[config.mk]
export PLATFORM = sky130hd
export DESIGN_NAME = iie_exec
export DESIGN_NICKNAME = d
export VERILOG_FILES = /design/src/rtl/iie_adder.v /design/src/rtl/iie_exec.v
export VERILOG_INCLUDE_DIRS = /design/src /design/src/inc
export SDC_FILE = /design/constraint.sdc
export NUM_CORES = 1
export LEC_CHECK = 0
export BUFFER_PORTS_ARGS = -buffer_cell sky130_fd_sc_hd__buf_2
export CAP_MARGIN = 20
export CORE_AREA = 3 3 48 67
export CTS_CLUSTER_DIAMETER = 40
export DETAILED_ROUTE_END_ITERATION = 8
export DIE_AREA = 0 0 51 70
export PLACE_DENSITY_LB_ADDON = 0.25
export SLEW_MARGIN = 20
export SYNTH_ARGS = -nofsm -noshare
export SYNTH_HDL_FRONTEND = slang
export SYNTH_SLANG_ARGS = --single-unit
export TNS_END_PERCENT = 5
[constraint.sdc]
create_clock -name core_clk_in -period 1.6 [get_ports core_clk_in]
set_input_delay 0.32 -clock core_clk_in [delete_from_list [all_inputs] [get_ports core_clk_in]]
set_output_delay 0.32 -clock core_clk_in [all_outputs]
set_load 0.1 [all_outputs]
[src/inc/iie_defs.vh]
// Constants for the increment instruction execution block.
// Assumes a 12-bit instruction word and a 32-entry file register space.
`ifndef IIE_DEFS_VH
`define IIE_DEFS_VH
// ---------------------------------------------------------------
// Instruction encoding
// ---------------------------------------------------------------
`define IIE_INSN_W      12
`define IIE_OPC_HI      11
`define IIE_OPC_LO      6
`define IIE_OPC_W       6
`define IIE_OPC_INC     6'h0A
`define IIE_OPC_INCSKIP 6'h0F
`define IIE_DEST_BIT    5
`define IIE_FADDR_HI    4
`define IIE_FADDR_LO    0
`define IIE_FADDR_W     5
`define IIE_DATA_W      8
`define IIE_DEST_W      1'h0
`define IIE_DEST_F      1'h1
// ---------------------------------------------------------------
// Reset values
// ---------------------------------------------------------------
`define IIE_RST_BIT     1'h0
`endif

[src/rtl/iie_adder.v]
// Eight-bit incrementer with a zero detect on the sum.
// Assumes a purely combinational use inside the execute stage.
module iie_adder #(
  parameter WIDTH = 8
) (
  // Operand and result
  input  wire [WIDTH-1:0] operand_in,
  output wire [WIDTH-1:0] sum_out,
  output wire             zero_out
);
  // The carry out is dropped on purpose so the maximum value wraps.
  assign sum_out  = operand_in + {{(WIDTH-1){1'h0}}, 1'h1};
  assign zero_out = (sum_out == {WIDTH{1'h0}});
endmodule

[src/rtl/iie_exec.v]
// Decode and execute logic for the two increment instructions of the core.
// Assumes the file register array reads combinationally at file_addr_out,
// that fetch presents one word per cycle while insn_valid_in is high and
// keeps the following word in place while a skip discards it, and that all
// neighbours run on core_clk_in, so no input is synchronised here.
`include "iie_defs.vh"
module iie_exec #(
  parameter DATA_W = `IIE_DATA_W
) (
  // Clock and reset
  input  wire                    core_clk_in,
  input  wire                    rst_n_in,
  // Instruction from fetch
  input  wire                    insn_valid_in,
  input  wire [`IIE_INSN_W-1:0]  insn_in,
  // File register array
  output wire [`IIE_FADDR_W-1:0] file_addr_out,
  input  wire [DATA_W-1:0]       file_rdata_in,
  output wire                    file_we_out,
  output wire [`IIE_FADDR_W-1:0] file_waddr_out,
  output wire [DATA_W-1:0]       file_wdata_out,
  // Working register and status
  output wire                    w_we_out,
  output wire [DATA_W-1:0]       w_wdata_out,
  output wire                    zero_we_out,
  output wire                    zero_val_out,
  // Pipeline control
  output wire                    squash_out,
  output wire                    insn_hit_out
);
  // ---------------------------------------------------------------
  // Local constants
  // ---------------------------------------------------------------
  // Slot states: a normal execute slot, or the discarded slot after a skip.
  localparam ST_EXEC   = 1'h0;
  localparam ST_SQUASH = 1'h1;

  // ---------------------------------------------------------------
  // Declarations
  // ---------------------------------------------------------------
  // Fields of the presented word.
  wire [`IIE_OPC_W-1:0]   opc;
  wire                    dest;
  wire [`IIE_FADDR_W-1:0] faddr;
  // Decode strobes.
  wire                    opc_inc;
  wire                    opc_skip;
  wire                    exec_en;
  wire                    is_inc;
  wire                    is_skip;
  wire                    is_hit;
  wire                    to_file;
  wire                    to_w;
  // Incrementer result.
  wire [DATA_W-1:0]       sum;
  wire                    sum_zero;
  // Slot state.
  reg                     state_r;
  reg                     state_nxt;
  // File register write port.
  reg                     file_we_r;
  reg                     file_we_nxt;
  reg  [`IIE_FADDR_W-1:0] file_waddr_r;
  reg  [`IIE_FADDR_W-1:0] file_waddr_nxt;
  reg  [DATA_W-1:0]       file_wdata_r;
  reg  [DATA_W-1:0]       file_wdata_nxt;
  // Working register write port.
  reg                     w_we_r;
  reg                     w_we_nxt;
  reg  [DATA_W-1:0]       w_wdata_r;
  reg  [DATA_W-1:0]       w_wdata_nxt;
  // Zero flag update.
  reg                     zero_we_r;
  reg                     zero_we_nxt;
  reg                     zero_val_r;
  reg                     zero_val_nxt;

  // ---------------------------------------------------------------
  // Decode
  // ---------------------------------------------------------------
  // Opcode, destination and five-bit file address fields.
  assign opc      = insn_in[`IIE_OPC_HI:`IIE_OPC_LO];
  assign dest     = insn_in[`IIE_DEST_BIT];
  assign faddr    = insn_in[`IIE_FADDR_HI:`IIE_FADDR_LO];

  // Raw opcode matches, before the slot state is taken into account.
  assign opc_inc  = (opc == `IIE_OPC_INC);
  assign opc_skip = (opc == `IIE_OPC_INCSKIP);

  // The discarded slot runs as a no-operation, so nothing in it is decoded.
  // An idle fetch slot is ignored the same way.
  assign exec_en  = insn_valid_in && (state_r == ST_EXEC);
  assign is_inc   = exec_en && opc_inc;
  assign is_skip  = exec_en && opc_skip;
  assign is_hit   = is_inc || is_skip;

  // Both forms route the result by the same destination bit.
  assign to_file  = is_hit && (dest == `IIE_DEST_F);
  assign to_w     = is_hit && (dest == `IIE_DEST_W);

  // ---------------------------------------------------------------
  // Datapath
  // ---------------------------------------------------------------
  // The incrementer drops its carry, so the maximum value wraps to zero.
  iie_adder #(
    .WIDTH      (DATA_W)
  ) u_adder (
    .operand_in (file_rdata_in),
    .sum_out    (sum),
    .zero_out   (sum_zero)
  );

  // ---------------------------------------------------------------
  // Slot state machine
  // ---------------------------------------------------------------
  // A zero skip result discards exactly one already fetched word. The
  // discarded slot can never arm a second discard, because it is never
  // decoded; the cost is that fetch must hold that word for one cycle.
  always @*
  begin
    state_nxt = state_r;
    case (state_r)
      ST_EXEC:
      begin
        if (is_skip && sum_zero)
        begin
          state_nxt = ST_SQUASH;
        end
      end
      ST_SQUASH:
      begin
        state_nxt = ST_EXEC;
      end
      default:
      begin
        state_nxt = ST_EXEC;
      end
    endcase
  end

  // Slot state register.
  always @(posedge core_clk_in)
  begin
    if (!rst_n_in)
    begin
      state_r <= ST_EXEC;
    end
    else
    begin
      state_r <= state_nxt;
    end
  end

  // ---------------------------------------------------------------
  // Write-back next values
  // ---------------------------------------------------------------
  // Strobes last one cycle; data and address hold until the next write to
  // the same destination, so a consumer may sample them late.
  always @*
  begin
    file_we_nxt    = to_file;
    w_we_nxt       = to_w;
    zero_we_nxt    = is_inc;
    file_waddr_nxt = file_waddr_r;
    file_wdata_nxt = file_wdata_r;
    w_wdata_nxt    = w_wdata_r;
    zero_val_nxt   = zero_val_r;
    if (to_file)
    begin
      file_waddr_nxt = faddr;
      file_wdata_nxt = sum;
    end
    if (to_w)
    begin
      w_wdata_nxt = sum;
    end
    // Only the plain form touches the zero flag.
    if (is_inc)
    begin
      zero_val_nxt = sum_zero;
    end
  end

  // ---------------------------------------------------------------
  // Write-back registers
  // ---------------------------------------------------------------
  // File port. Registering trades one cycle of latency for clean outputs.
  always @(posedge core_clk_in)
  begin
    if (!rst_n_in)
    begin
      file_we_r    <= `IIE_RST_BIT;
      file_waddr_r <= {`IIE_FADDR_W{`IIE_RST_BIT}};
      file_wdata_r <= {DATA_W{`IIE_RST_BIT}};
    end
    else
    begin
      file_we_r    <= file_we_nxt;
      file_waddr_r <= file_waddr_nxt;
      file_wdata_r <= file_wdata_nxt;
    end
  end

  // Working register port.
  always @(posedge core_clk_in)
  begin
    if (!rst_n_in)
    begin
      w_we_r    <= `IIE_RST_BIT;
      w_wdata_r <= {DATA_W{`IIE_RST_BIT}};
    end
    else
    begin
      w_we_r    <= w_we_nxt;
      w_wdata_r <= w_wdata_nxt;
    end
  end

  // Zero flag port.
  always @(posedge core_clk_in)
  begin
    if (!rst_n_in)
    begin
      zero_we_r  <= `IIE_RST_BIT;
      zero_val_r <= `IIE_RST_BIT;
    end
    else
    begin
      zero_we_r  <= zero_we_nxt;
      zero_val_r <= zero_val_nxt;
    end
  end

  // ---------------------------------------------------------------
  // Outputs
  // ---------------------------------------------------------------
  // The read address follows the word at once, so the operand arrives in
  // the same cycle; the hit strobe is a handshake output and stays open.
  assign file_addr_out  = faddr;
  assign insn_hit_out   = is_hit;
  assign squash_out     = (state_r == ST_SQUASH);

  // Data and strobe outputs come straight from flip-flops.
  assign file_we_out    = file_we_r;
  assign file_waddr_out = file_waddr_r;
  assign file_wdata_out = file_wdata_r;
  assign w_we_out       = w_we_r;
  assign w_wdata_out    = w_wdata_r;
  assign zero_we_out    = zero_we_r;
  assign zero_val_out   = zero_val_r;
endmodule
==> metrics.log <==
[metrics] worst IR drop on VDD: 0.533 mV
[metrics] Critical Path Sink Type: output pin
[metrics] insertion delay of the later-clocked pin in the worst-skew pair: 0.32 ns
[metrics] Min-Delay Path Depth: 3
[metrics] maximum clock path buffer count: 2
[metrics] maximum number of pins on one net before global-route repair: 22
[metrics] leakage component of the power: 0.683 nW
[metrics] fraction of power consumed by the clock network: 27.6%
[metrics] number of distinct library cell variants in the gate-level netlist after synthesis: 28
[metrics] final setup skew: 0.00204 ns
[metrics] CTS hold repair buffers: 0
[metrics] GR Util All Layers: 14.0%
[metrics] average vias per placed instance: 4.87
[metrics] initial drt markers: 13
[metrics] Critical Path AT: 1.18 ns
[metrics] area share of the largest cell type after synthesis: 44.5%
[metrics] number of cells traversed by the worst register-to-register path: 5
[metrics] logic gate share of total power: 17.5%
[metrics] Data required, critical path: 1.28 ns
[metrics] nets in the synthesized netlist: 146
[metrics] type of origin of the critical path: flip-flop
[metrics] die outline height: 70 um
[metrics] highest attainable clock frequency: 0.668 GHz
[metrics] number of enable-type register cells in the synthesized netlist: 0
[metrics] FFs w/ async S/R, synth: 0%
[metrics] proportion of layout cells with a drive suffix above 1: 41.9%
[metrics] classification of the worst-slack hold path: in -> reg
[metrics] row cnt: 22
[metrics] number of failing hold endpoints at the final stage: 0
[metrics] setup repair after global routing missed its margin: false
[metrics] Seq pwr share: 54.9%
[metrics] number of ports placed on the die boundary: 55
[metrics] cell types occupying the most area after synthesis: dfxtp_1 45%, a211oi_1 9.6%, nor2_1 7.7%
[metrics] number of violations of the max-capacitance limit: 0
[metrics] predominant post-synthesis flop cell: dfxtp_1
[metrics] starting density of the core: 43.8%
[metrics] grt ovf: 0
[metrics] Inserted Clock Buffers: 3
[metrics] type of the setup path with the least slack: reg -> out
[metrics] post-synthesis sequential area ratio: 44.5%
[metrics] floorplan core area: 2670 um^2
[metrics] remaining antenna violation count after routing: 0
[metrics] first-pass GRT wire length: 3820 um
[metrics] synth warn: 0
[metrics] clock tree from TritonCTS: built
[metrics] number of antenna violations at the first check in global routing: 0
[metrics] clock-pin slew on the worst setup and hold paths: 0.14 ns
[metrics] number of setup violations in the final report: 0
[metrics] average cell area after synthesis: 9.66 um^2
[metrics] period utilisation layout: 93.6%
[metrics] HPWL Detailed: 1980 um
[metrics] post-place setup slack: -0.0308 ns
[metrics] die extent in x: 51 um
[metrics] Layout area overhead: 30.5%
[metrics] number of synthesized register bits: 26
[metrics] filler cell count in the final layout: 254
[metrics] clk sink count: 26
[metrics] number of pins exceeding their max-slew limit in the final report: 0
[metrics] cell type contributing the most total cell area after synthesis: dfxtp_1
[metrics] vias in the first global route: 875
[metrics] end-of-flow core utilization: 57.1%
[metrics] Detailed Routing Iterations Pass 1: 3
[metrics] biggest fanout along the worst timing path: 4
[metrics] most common cell in the synthesized netlist: dfxtp_1
[metrics] Buffers on Ports: 54
[metrics] post-route worst setup slack: 0.102 ns
[metrics] post-CTS setup buffers: 0
[metrics] Wirelength per Cell: 12.0 um
[metrics] number of antenna repair diodes: 0
[metrics] total wirelength of the detailed-routed design: 2510 um
[metrics] outcome: complete, no violations
[metrics] H-Tree Depth: 1
[metrics] area of the die: 3570 um^2
[metrics] Post-Synthesis Cells: 121
[metrics] number of DRC violations after detailed routing: 0
[metrics] minimum period implied by the final worst setup slack: 1.50 ns
[metrics] last weighted congestion value of the routability-driven placer: 0.701
[metrics] netlist area before placement: 1170 um^2
[metrics] fraction of power spent switching nets: 28.3%
[metrics] Internal Dissipation: 0.853 mW
[metrics] top post-synthesis cells by count: 26 x dfxtp_1, 24 x nor2_1, 15 x a211oi_1
[metrics] layout net count: 198
[metrics] power density normalized to cell area: 780 nW/um^2
[metrics] headroom to the max-slew limit: 67.7%
[metrics] Root Buffer: clkbuf_4
[metrics] net switching power: 0.337 mW
[metrics] DR vias: 1012
[metrics] Worst Tran Pin Value: 0.488 ns
worst max-delay path, cell delays in order, from the launching register on:
cell	delay (ns)
dfxtp_2	0.36
nor2b_4	0.13
nand2_2	0.08
nor2_4	0.10
buf_12	0.18
layer usage:
| metal | part of all wire (%) | global-route usage, % |
|---|---|---|
| met5 | 0 | 0 |
| met4 | 2.2 | 8.98 |
| met3 | 7.5 | 2.56 |
| met2 | 48 | 23.4 |
| met1 | 42 | 15.9 |
worst paths after layout:
kind,from,endpoint,slack (ns)
worst max register to register,squash_out,file_waddr_out[3],0.31
worst min register to register,zero_val_out,zero_val_out,0.49
worst min-delay path,insn_in[0],file_waddr_out[0],0.24
worst max-delay path,squash_out,insn_hit_out,0.10
flip-flops by register name, indices dropped and copies added (netlist names):
signal / cells
squash_out: 1
w_wdata_out: 8
file_waddr_out: 5
file_we_out: 1
zero_val_out: 1
file_wdata_out: 8
zero_we_out: 1
w_we_out: 1
logic make-up (layout without fill, tap and decap cells):
group,count (synthesis),count (layout),synth area share (%)
simple gates,44,44,19.5
flops,26,26,44.5
compound gates,18,18,11.9
buf+inv,14,65,8.46
xor+xnor,10,10,7.49
mux,7,7,6.00
fa+ha+maj,2,2,2.14
cells in the final DEF, fill, tap and decap left out:
cell / Yosys / layout
nor4_1: 1 / 1
o2111ai_1: 1 / 1
ha_1: 2 / 2
o32ai_1: 1 / 1
mux2i_1: 7 / 7
and4bb_1: 1 / 1
nand3_1: 3 / 3
clkbuf_4: 0 / 3
and4_1: 1 / 1
xnor2_1: 5 / 5
nor2_4: 0 / 1
dfxtp_2: 0 / 1
and4_4: 2 / 2
nor2b_4: 0 / 1
nand2_1: 5 / 4
clkbuf_8: 0 / 1
a211oi_1: 15 / 15
buf_12: 0 / 3
xor2_1: 5 / 5
buf_2: 1 / 53
nand2_2: 0 / 1
buf_4: 7 / 3
and4bb_2: 1 / 1
and2_1: 2 / 2
inv_1: 2 / 2
and3_1: 1 / 1
dfxtp_1: 26 / 25
nor3_1: 1 / 1
and4b_2: 1 / 1
nor2_1: 24 / 23
a31o_2: 1 / 1
cell type report:
cell class	instances	area, um^2	share of cell area, %
Sequential cell	26	522	34.2
Inverter	2	7.51	0.492
Timing Repair Buffer	59	348	22.8
Tap cell	36	45.0	2.95
Clock buffer	4	36.3	2.38
Multi-Input combinational cell	81	567	37.2
through the flow:
step	instance area (um^2)	hold slack [ns]	instances	power, mW	setup TNS [ns]
2_1_floorplan	1180	0.414	121	0.815	-0.0273
3_3_place_gp	1480	0.457	204	0.869	0
3_5_place_dp	1480	0.469	204	0.875	-0.0308
4_1_cts	1520	0.231	208	1.20	0
5_1_grt	1530	0.234	208	1.24	0
6_report	1530	0.243	208	1.19	0
what timing repair did:
item | in CTS | in global routing
hold endpoints to repair | 0 | 0
setup endpoints to repair | 1 | 1
resized for setup | 1 | 2
power groups by stage:
stage / clock network [mW] / logic (mW) / registers, mW
floorplan: 0 / 0.119 / 0.696
global placement: 0 / 0.202 / 0.667
detailed placement: 0 / 0.208 / 0.668
CTS: 0.338 / 0.208 / 0.653
global route: 0.360 / 0.221 / 0.654
finish: 0.328 / 0.209 / 0.653
Note: power is estimated with default switching activity, not from simulation.
